$ cat src/rtl/rfm_defs.svh
// register offsets, thresholds and timing counts of the fault monitor
`ifndef RFM_DEFS_SVH
`define RFM_DEFS_SVH
// read-only register offsets
`define RFM_TEMP_OFF   8'h17
`define RFM_MAX_CURRENT_PROGRAM_PIN_OFF   8'h21
`define RFM_CURRENT_REPORT_PIN_OFF   8'h15
// clock rate and latch-off time
`define RFM_CLK_MHZ    50
`define RFM_OC_TIME_NS 50000
`define RFM_OC_CYC     ((`RFM_OC_TIME_NS * `RFM_CLK_MHZ + 999) / 1000)
// reference ramp: one code step per period
`define RFM_RAMP_NS    1000
`define RFM_RAMP_CYC   ((`RFM_RAMP_NS * `RFM_CLK_MHZ) / 1000)
// converter codes: 2 V on the current report pin is code 10'h200
`define RFM_CURRENT_REPORT_PIN_FS_SH 9
`define RFM_TEMP_BASE  10'h2a8
`define RFM_ALERT_TH   10'h0c0
`define RFM_HOT_TH     10'h0a0
`endif

$ cat src/rtl/rfm_pkg.sv
// types of the regulator fault monitor
package rfm_pkg;
  typedef enum logic [2:0] {
    st_off     = 3'h0,
    st_soft    = 3'h1,
    st_run     = 3'h2,
    st_supply_undervolt_lockout    = 3'h3,
    st_oc      = 3'h4,
    st_ov_ramp = 3'h5,
    st_ov_hold = 3'h6
  } rfm_mode_type;

  // asynchronous comparator and pin levels
  typedef struct packed {
    logic en;
    logic lim_lo;
    logic lim_hi;
    logic vcc_uv;
    logic vin_uv;
    logic out_uv;
    logic ov_ref;
    logic ov_fixed;
    logic adc_tgl;
  } rfm_pins_type;

  // converter words, stable around each toggle of adc_tgl
  typedef struct packed {
    logic [9:0] max_current_program_pin;
    logic [9:0] current_report_pin;
    logic [9:0] temp;
  } rfm_adc_type;

  typedef struct packed {
    rfm_pins_type s1;
    rfm_pins_type s2;
    logic         tgl_d;
    rfm_mode_type mode;
    logic [11:0]  oc_cnt;
    logic [5:0]   ramp_cnt;
    logic         tick;
    logic [7:0]   dac;
    rfm_adc_type  smp;
    logic [7:0]   max_cur;
    logic [7:0]   current_report_pin_val;
    logic [7:0]   temp_val;
    logic         gh;
    logic         gl;
    logic         pwr_on;
    logic         ready;
    logic         alert_n;
    logic         hot_n;
    logic [7:0]   rdata;
  } rfm_state_type;
endpackage

$ cat src/rtl/rfm_monitor.sv
// fault handling and telemetry of a single-phase buck regulator
// Behaviour
// current above lower limit starts the latch-off timer
// lower-limit fault still present at 50 us shuts down and latches
// current above fast limit (150 percent) shuts down at once
// overcurrent latch clears only by enable low then high
// max-current register 21h loaded from program pin at enable
// max-current register weight is one ampere per bit
// current report digitized, 2 V equals programmed max current
// control or input supply undervoltage disables power outputs (code: only in soft start and run; ignored in overvoltage ramp and hold)
// after supplies recover a new soft start begins
// output below target by margin drives ready flag low
// overvoltage forces high-side gate low, low-side gate high
// after overvoltage trip reference ramps slowly to zero
// during ramp low-side gate follows output above reference plus margin
// reference at zero holds high-side low, low-side high
// overvoltage shutdown latched until enable cycled low
// during soft start fixed 2.9 V overvoltage threshold is used
// temperature input sampled, converted, stored in register 17h
// temperature crossing thresholds asserts alert or overheat flag
// temperature sensing and alerts active in normal operation
// current falling below lower limit clears the timer
`timescale 1ns/1ns
`include "rfm_defs.svh"
module rfm_monitor (
  // clock and reset
  input  wire logic                 core_clk,
  input  wire logic                 rst,
  // analog comparators, enable pin and converter words
  input  wire rfm_pkg::rfm_pins_type pins,
  input  wire rfm_pkg::rfm_adc_type  adc,
  // modulator and voltage target, same clock
  input  wire logic                 pwm_in,
  input  wire logic [7:0]           vid_target,
  // register read port of the serial bus logic
  input  wire logic [7:0]           reg_addr,
  output logic      [7:0]           reg_rdata,
  // power stage and reference
  output logic                      high_side_gate_ctl,
  output logic                      low_side_gate_ctl,
  output logic                      power_on,
  output logic      [7:0]           dac_code,
  // status flags
  output logic                      regulator_ready_flag,
  output logic                      alert_n,
  output logic                      overheat_flag_n
);
  localparam logic [11:0] OC_LAST   = 12'(`RFM_OC_CYC - 1);
  localparam logic [5:0]  RAMP_LAST = 6'(`RFM_RAMP_CYC - 1);

  rfm_pkg::rfm_state_type r;
  rfm_pkg::rfm_state_type n;
  logic [17:0] current_report_pin_prod;
  logic [9:0]  temp_diff;
  logic        live;
  logic        supply_uv;
  logic        oc_trip;

  assign live      = (r.mode == rfm_pkg::st_soft) || (r.mode == rfm_pkg::st_run);
  assign supply_uv = r.s2.vcc_uv || r.s2.vin_uv;
  assign oc_trip   = r.s2.lim_hi || (r.s2.lim_lo && r.oc_cnt == OC_LAST);
  // amps = code * max_current / code of 2 V
  assign current_report_pin_prod = {8'h00, r.smp.current_report_pin} * {10'h000, r.max_cur};
  // hotter thermistor gives lower voltage, so temperature rises as code falls
  assign temp_diff = (r.smp.temp > `RFM_TEMP_BASE) ? 10'h000 :
                     `RFM_TEMP_BASE - r.smp.temp;

  // next-state logic of the whole block
  always_comb begin
    n       = r;
    n.s1    = pins;
    n.s2    = r.s1;
    n.tgl_d = r.s2.adc_tgl;
    // words are read only after the synchronised toggle, when they are stable
    if (r.s2.adc_tgl != r.tgl_d) begin
      n.smp = adc;
    end
    n.tick = 1'b0;
    if (r.ramp_cnt == RAMP_LAST) begin
      n.ramp_cnt = 6'h00;
      n.tick     = 1'b1;
    end else begin
      n.ramp_cnt = r.ramp_cnt + 6'h01;
    end
    case (r.mode)
      rfm_pkg::st_off: begin
        n.dac = 8'h00;
        if (r.s2.en) begin
          n.max_cur = {1'b0, r.smp.max_current_program_pin[9:3]};
          n.mode    = rfm_pkg::st_soft;
        end
      end
      rfm_pkg::st_soft, rfm_pkg::st_run: begin
        if (r.mode == rfm_pkg::st_run) begin
          n.dac = vid_target;
        end else if (r.dac >= vid_target) begin
          n.dac  = vid_target;
          n.mode = rfm_pkg::st_run;
        end else if (r.tick) begin
          n.dac = r.dac + 8'h01;
        end
        if (supply_uv) begin
          n.mode = rfm_pkg::st_supply_undervolt_lockout;
        end
        // fixed threshold while starting avoids false trips
        if (r.mode == rfm_pkg::st_soft ? r.s2.ov_fixed : r.s2.ov_ref) begin
          n.mode = rfm_pkg::st_ov_ramp;
        end
        if (r.s2.lim_lo) begin
          n.oc_cnt = r.oc_cnt + 12'h001;
        end else begin
          n.oc_cnt = 12'h000;
        end
        if (oc_trip) begin
          n.mode = rfm_pkg::st_oc;
        end
      end
      rfm_pkg::st_supply_undervolt_lockout: begin
        n.dac = 8'h00;
        if (!supply_uv) begin
          n.mode = rfm_pkg::st_soft;
        end
      end
      rfm_pkg::st_ov_ramp: begin
        // slow ramp keeps the output from swinging negative
        if (r.dac == 8'h00) begin
          n.mode = rfm_pkg::st_ov_hold;
        end else if (r.tick) begin
          n.dac = r.dac - 8'h01;
        end
      end
      rfm_pkg::st_oc, rfm_pkg::st_ov_hold: begin
        n.mode = r.mode;
      end
      default: begin
        n.mode = rfm_pkg::st_off;
      end
    endcase
    if (n.mode != rfm_pkg::st_soft && n.mode != rfm_pkg::st_run) begin
      n.oc_cnt = 12'h000;
    end
    // only an enable low clears the latched faults
    if (!r.s2.en) begin
      n.mode = rfm_pkg::st_off;
    end
    n.pwr_on = (n.mode == rfm_pkg::st_soft) || (n.mode == rfm_pkg::st_run) ||
               (n.mode == rfm_pkg::st_ov_ramp) ||
               (n.mode == rfm_pkg::st_ov_hold);
    // gate controls follow the next mode, so they change with it
    case (n.mode)
      rfm_pkg::st_soft, rfm_pkg::st_run: begin
        n.gh = pwm_in;
        n.gl = !pwm_in;
      end
      rfm_pkg::st_ov_ramp: begin
        n.gh = 1'b0;
        n.gl = (r.mode != rfm_pkg::st_ov_ramp) || r.s2.ov_ref;
      end
      rfm_pkg::st_ov_hold: begin
        n.gh = 1'b0;
        n.gl = 1'b1;
      end
      default: begin
        n.gh = 1'b0;
        n.gl = 1'b0;
      end
    endcase
    n.ready    = (n.mode == rfm_pkg::st_run) && !r.s2.out_uv;
    n.current_report_pin_val = current_report_pin_prod[17] ? 8'hff :
                 current_report_pin_prod[`RFM_CURRENT_REPORT_PIN_FS_SH+7:`RFM_CURRENT_REPORT_PIN_FS_SH];
    // thermal path runs only in normal operation
    if (n.mode == rfm_pkg::st_run) begin
      n.temp_val = temp_diff[9:2];
      n.alert_n  = !(r.smp.temp < `RFM_ALERT_TH);
      n.hot_n    = !(r.smp.temp < `RFM_HOT_TH);
    end else begin
      n.alert_n = 1'b1;
      n.hot_n   = 1'b1;
    end
    case (reg_addr)
      `RFM_TEMP_OFF: n.rdata = r.temp_val;
      `RFM_MAX_CURRENT_PROGRAM_PIN_OFF: n.rdata = r.max_cur;
      `RFM_CURRENT_REPORT_PIN_OFF: n.rdata = r.current_report_pin_val;
      default:       n.rdata = 8'h00;
    endcase
  end

  // state register; alert and overheat flags are active low, so they reset high
  always_ff @(posedge core_clk or posedge rst) begin
    if (rst) begin
      r         <= '0;
      r.alert_n <= 1'b1;
      r.hot_n   <= 1'b1;
    end else begin
      r <= n;
    end
  end

  assign reg_rdata            = r.rdata;
  assign high_side_gate_ctl   = r.gh;
  assign low_side_gate_ctl    = r.gl;
  assign power_on             = r.pwr_on;
  assign dac_code             = r.dac;
  assign regulator_ready_flag = r.ready;
  assign alert_n              = r.alert_n;
  assign overheat_flag_n      = r.hot_n;
endmodule

$ cat config.mk
export PLATFORM = sky130hd
export DESIGN_NAME = rfm_monitor
export DESIGN_NICKNAME = d
export VERILOG_FILES = /design/src/rtl/rfm_pkg.sv /design/src/rtl/rfm_monitor.sv
export VERILOG_INCLUDE_DIRS = /design/src /design/src/rtl
export SDC_FILE = /design/constraint.sdc
export NUM_CORES = 1
export LEC_CHECK = 0
export BUFFER_PORTS_ARGS = -buffer_cell sky130_fd_sc_hd__buf_2
export CAP_MARGIN = 30
export CORE_ASPECT_RATIO = 0.7
export CORE_MARGIN = 2
export CORE_UTILIZATION = 50
export DETAILED_ROUTE_END_ITERATION = 6
export GPL_TIMING_DRIVEN = 0
export PLACE_DENSITY = 0.83
export SYNTH_ARGS = -nofsm -noshare
export SYNTH_HDL_FRONTEND = slang
export SYNTH_SLANG_ARGS = --single-unit
$ cat constraint.sdc
create_clock -name core_clk -period 4.3 [get_ports core_clk]
set_input_delay 0.86 -clock core_clk [delete_from_list [all_inputs] [get_ports core_clk]]
set_output_delay 0.86 -clock core_clk [all_outputs]
set_load 0.05 [all_outputs]
**Yosys cells after proc, flatten, opt, wreduce, memory -nomap -nowiden**

Cells that the tools add are included.

- $add $sub $neg: 5
- Multipliers: 1
- Order comparisons: 4
- Eq/ne operators: 22
- Muxes and demuxes: 27
- Reduce and logical (&&, ||, !) cells: 23

Operators by type and width:

| kind | number |
|---|---|
| $mux 8 | 6 |
| $pmux 8 s3 | 2 |
| $mux 12 | 3 |
| $mux 3 | 9 |
| $lt 10x8->1 const B | 2 |
| $mul 10x7->17 | 1 |
| $eq 8x5->1 const B | 2 |
| $eq 3x3->1 const B | 5 |
| $pmux 3 s5 | 1 |
| $add 12x1->12 const B | 1 |
| $eq 12x12->1 const B | 1 |
| $gt 10x10->1 const B | 1 |
| $mux 10 | 1 |
| $sub 10x10->10 const A | 1 |
| $eq 3x2->1 const B | 3 |
| $add 8x1->8 const B | 1 |
| $eq 8x6->1 const B | 1 |
| $ge 8x8->1 | 1 |
| $logic_not 8->1 | 1 |
| $reduce_or 2->1 | 4 |
| $sub 8x1->8 const B | 1 |
| $add 6x1->6 const B | 1 |
| $eq 3x1->1 const B | 2 |
| $eq 6x6->1 const B | 1 |
| other kinds (18) | 30 |

- Bits in registers: 116
- Input bits: 58
- Output and inout bits: 22
- Logic and storage cells: 119

**Depth between registers and ports, before layout**

- Depth after elaboration: 12
- Gate-level depth with buffers: 16
- Depth with buffers taken out: 15

**Worst setup path before layout**

Ideal clock, no wire load.

- Kind: register to register
- Start point: register r[36] (netlist name)
- End point: register r[28] (netlist name)
- Setup time: 80 ps
- Arrival time: 4,434 ps
- Data required time: 4,220 ps
- Path slack: -214 ps
- Stages on the path, launching flop included: 15
- Path buffers: 1
- Clock period less this slack: 4,514 ps
- Path through: dfrtp_1 > clkbuf_1 > nand2_1 > fa_1 > inv_1 > fa_1 > fa_1 > fa_1 > ha_1 > a2111oi_0 > and2_1 > a211oi_1 > a31o_2 > a21boi_0 > xnor2_1

- Longest elaborated chain between the ends: 2

Ends and longest elaborated chain:

| item | RTL line | source |
|---|---|---|
| start, declared | rfm_monitor.sv:51 | `rfm_pkg::rfm_state_type r;` |
| start signal, assigned | rfm_monitor.sv:195 | `r <= n;` |
| $mul 10x7->17 | rfm_monitor.sv:63 | `assign current_report_pin_prod = {8'h00, r.smp.current_report_pin} * {10'h000, r.max_cur};` |
| via current_report_pin_prod[15] | rfm_monitor.sv:53 | `logic [17:0] current_report_pin_prod;` |
| $mux 8 | rfm_monitor.sv:169 | `n.current_report_pin_val = current_report_pin_prod[17] ? 8'hff :` |

The timed path passes the listed nets, and every way through them passes these cells.
A chain may end at the register's enable or synchronous reset.

**Worst setup path in the final report**

- Start point: register r[34] (netlist name)
- End point: register r[29] (netlist name)

Same word-level chain as after synthesis.

==> impl_metrics.py <==
metrics = {
    "sta": {
        "period_share": 1.00,
        "finalSetupViolCount": 1,
        "clock_skew_ps": 8.37,
        "worst_slew_pin_slew_ps": 1000,
        "rsz0062_at_grt": "yes",
        "slew-limit-headroom": 0.326,
        "drv_slew": 0,
        "worst_slack_ps": -12.4,
        "tns_ps": -12.4,
        "final_hold_viol_count": 0,
        "hold_slack_ps": 348,
        "min_period_ps": 4310,
        "fmax_mhz": 232,
    },
    "yosys": {
        "syn_inst": 709,
        "synth_seq_cells": 113,
        "synthMuxAreaShare": 0.0655,
        "synth-xor-area-share": 0.0397,
        "yosys.area_share.simple": 0.139,
        "synth_compound_area_frac": 0.110,
        "synth.net_count": 853,
        "avgSynthCellArea_sq_um": 10.3,
        "synthAdderAreaFrac": 0.187,
        "yosysTopAreaCellShare": 0.381,
        "synthArstFlopShare": 1.00,
        "yosysSeqAreaShare": 0.389,
        "yosys_warnings": 0,
        "synth_top_cell_by_area": "dfrtp_1",
        "synth_area_leaders": "dfrtp_1 (38%), fa_1 (10%), ha_1 (8.2%)",
        "synth.distinct_cells": 68,
        "synth-main-ff-cell": "dfrtp_1",
        "synth_edf_count": 0,
        "synth_top_family_by_area": "adder cells",
        "netlist_area_sq_mm": 0.00728,
    },
    "clock_network": {
        "cts_inserted_buffers": 17,
        "clkSinkCount": 113,
        "cts_root_buf": "clkbuf_16",
        "clk_pin_slew_worst_paths_ps": 50,
        "cts_tree": "done",
        "ctsHoldBuffers": 0,
        "htree_num_levels": 4,
        "worstSkewPairLatency_ps": 410,
        "clockBufferDepth": 2,
    },
    "global_route": {
        "first_global_vias": 5650,
        "grt.total_usage": 0.236,
        "antenna_found_initial": 0,
        "grt_pass1_wl_um": 28700,
        "grt_max_degree": 62,
        "grt-ovfl-total": 0,
    },
    "floorplanning": {
        "ioPinCount": 80,
        "row_count": 36,
        "dieArea_sq_mm": 0.0156,
        "fp.dieH_um": 105,
        "core_sq_mm": 0.0141,
        "initial_utilization": 0.518,
        "die_x_um": 148,
    },
    "critical_path": {
        "critPathCaptureType": "flop",
        "path_common_cell": "fa_1",
        "start_kind": "flop",
        "slowest_delay_ps": 560,
        "setup.worst_path.class": "reg -> reg",
        "critPathMaxFanout": 6,
        "arrival_ps": 4590,
        "reg2reg_depth": 16,
        "cp.required_ps": 4580,
        "slowest_stage": "fa_1",
        "crit_chain": "buf_8 -> nand2_4 -> fa_1 -> inv_2 -> fa_1 -> inv_1 -> fa_1 -> inv_1 -> fa_1 -> ha_4 -> o21a_1 -> o22ai_2 -> a211oi_4 -> a31o_4 -> mux2i_1 -> nor2_1",
    },
    "route": {
        "firstDrtPassIters": 6,
        "drtIter0Drc": 516,
        "ant_nets": 0,
        "vias": 5743,
        "wl_um": 17500,
        "wl_per_cell_um": 16.9,
        "post-route-drc-count": 0,
        "viasPerCell": 5.55,
    },
    "hold_path": {
        "hold_class": "reg -> reg",
        "whs_path_depth": 0,
    },
    "cells_and_area": {
        "syn_to_final_growth_pct": 23.8,
        "stdcell_area_sq_mm": 0.00901,
        "diodes": 0,
        "register_area_sq_mm": 0.00284,
        "nFillCells": 1069,
        "multiInputGateArea_sq_mm": 0.00414,
        "fin_nets": 977,
        "drive_gt1_frac": 0.304,
    },
    "outcome": {
        "violations": "negative setup slack",
        "outcome": "finished, violations left",
    },
    "placed_design": {
        "hpwl_um": 11800,
        "place_area_sq_mm": 0.00795,
        "place.gp.congestion": 0.886,
        "io_buffers": 76,
    },
    "flow_run": {
        "max_cap_viol_count": 0,
    },
}
-- cell usage in the layout, fill, tap and decap left out, types with 8 or more instances in the layout --
cell type	instances
clkbuf_16	17
nor2_1	29
inv_1	68
o21ai_0	18
buf_4	44
xor2_1	15
xnor2_1	18
a21oi_1	21
nor3_1	8
buf_2	83
ha_1	43
nand2_1	85
and2_1	20
fa_1	36
dfrtp_1	104
nand3_1	16
mux2_2	33
mux2i_1	9
a21o_1	8
-- critical path, delay by kind of cell (launching register included) --
kind	cells	cell delay (ps)
fa+ha+maj	5	2330
compound gates	4	850
flops	1	380
buf+inv	4	280
mux	1	220
simple gates	2	130
-- cell families after synthesis --
logic type	count (synthesis)
buffers and inverters	112
AOI/OAI and AO/OA	112
and+or+nand+nor	210
DFF	113
adders and majority gates	86
xor gates and xnor gates	33
muxes	43
-- state kept, by name, indices dropped and copies added (netlist names) --
name	cells
r	81
n	10
dac_code	8
reg_rdata	8
alert_n	1
high_side_gate_ctl	1
low_side_gate_ctl	1
overheat_flag_n	1
power_on	1
regulator_ready_flag	1
-- layout make-up --
class,instances,area share
clock buffer,19,0.0502
sequential,113,0.315
timing repair buffer,106,0.0694
inverter,74,0.0311
buffer,37,0.0314
clock inverter,12,0.0174
tap,190,0.0264
multi-input combinational,484,0.459
-- timing repair --
| action | 4_1_cts | 5_1_grt |
|---|---|---|
| resized for setup | 39 | 25 |
| endpoints found under the setup margin | 7 | 7 |
| gates cloned | 1 | 0 |
| buffers inserted | 17 | 9 |
| pin swaps | 18 | 20 |
-- worst paths after layout --
check / from / to / slack [ps]
worst max-delay path: r[34] / r[29] / -10
worst min-delay path: n[104] / r[104] / 350
worst max register to register: r[34] / r[29] / -10
worst min register to register: n[104] / r[104] / 350
max in group asynchronous: rst / overheat_flag_n / 3000
min in group asynchronous: rst / r[42] / 560
-- metrics by stage --
step                instances   util  setup WS [ps]
finish                   1035  0.641          -12.4
global route             1035  0.641           -117
CTS                      1025  0.630          0.415
detailed placement        977  0.566           -482
global placement          975  0.563           -773
floorplan                 709      -           12.1
-- synthesized netlist by cell type (7+ instances only) --
cell	number
fa_1	38
xnor2_1	18
o21ai_0	19
nor2_1	29
a222oi_1	7
buf_4	17
mux2_2	33
clkbuf_1	12
nand2_1	94
a22o_1	7
buf_2	7
ha_1	48
nand3_1	16
a21o_1	8
a21oi_1	23
mux2i_1	9
xor2_1	15
and2_1	21
dfrtp_1	111
inv_1	74
nor3_1	8
-- metal layers --
layer,global-route usage,share of wire,wire length [um],up-vias
met5,0,0,0,-
met2,0.361,0.46,8050,214
met1,0.342,0.46,7980,2841
met4,0.0646,0.022,385,0
met3,0.0472,0.062,1090,41
li1,-,-,-,2647
Power is not shown: default switching activity piles up to over one toggle a cycle in this logic, so the estimate is an artifact.
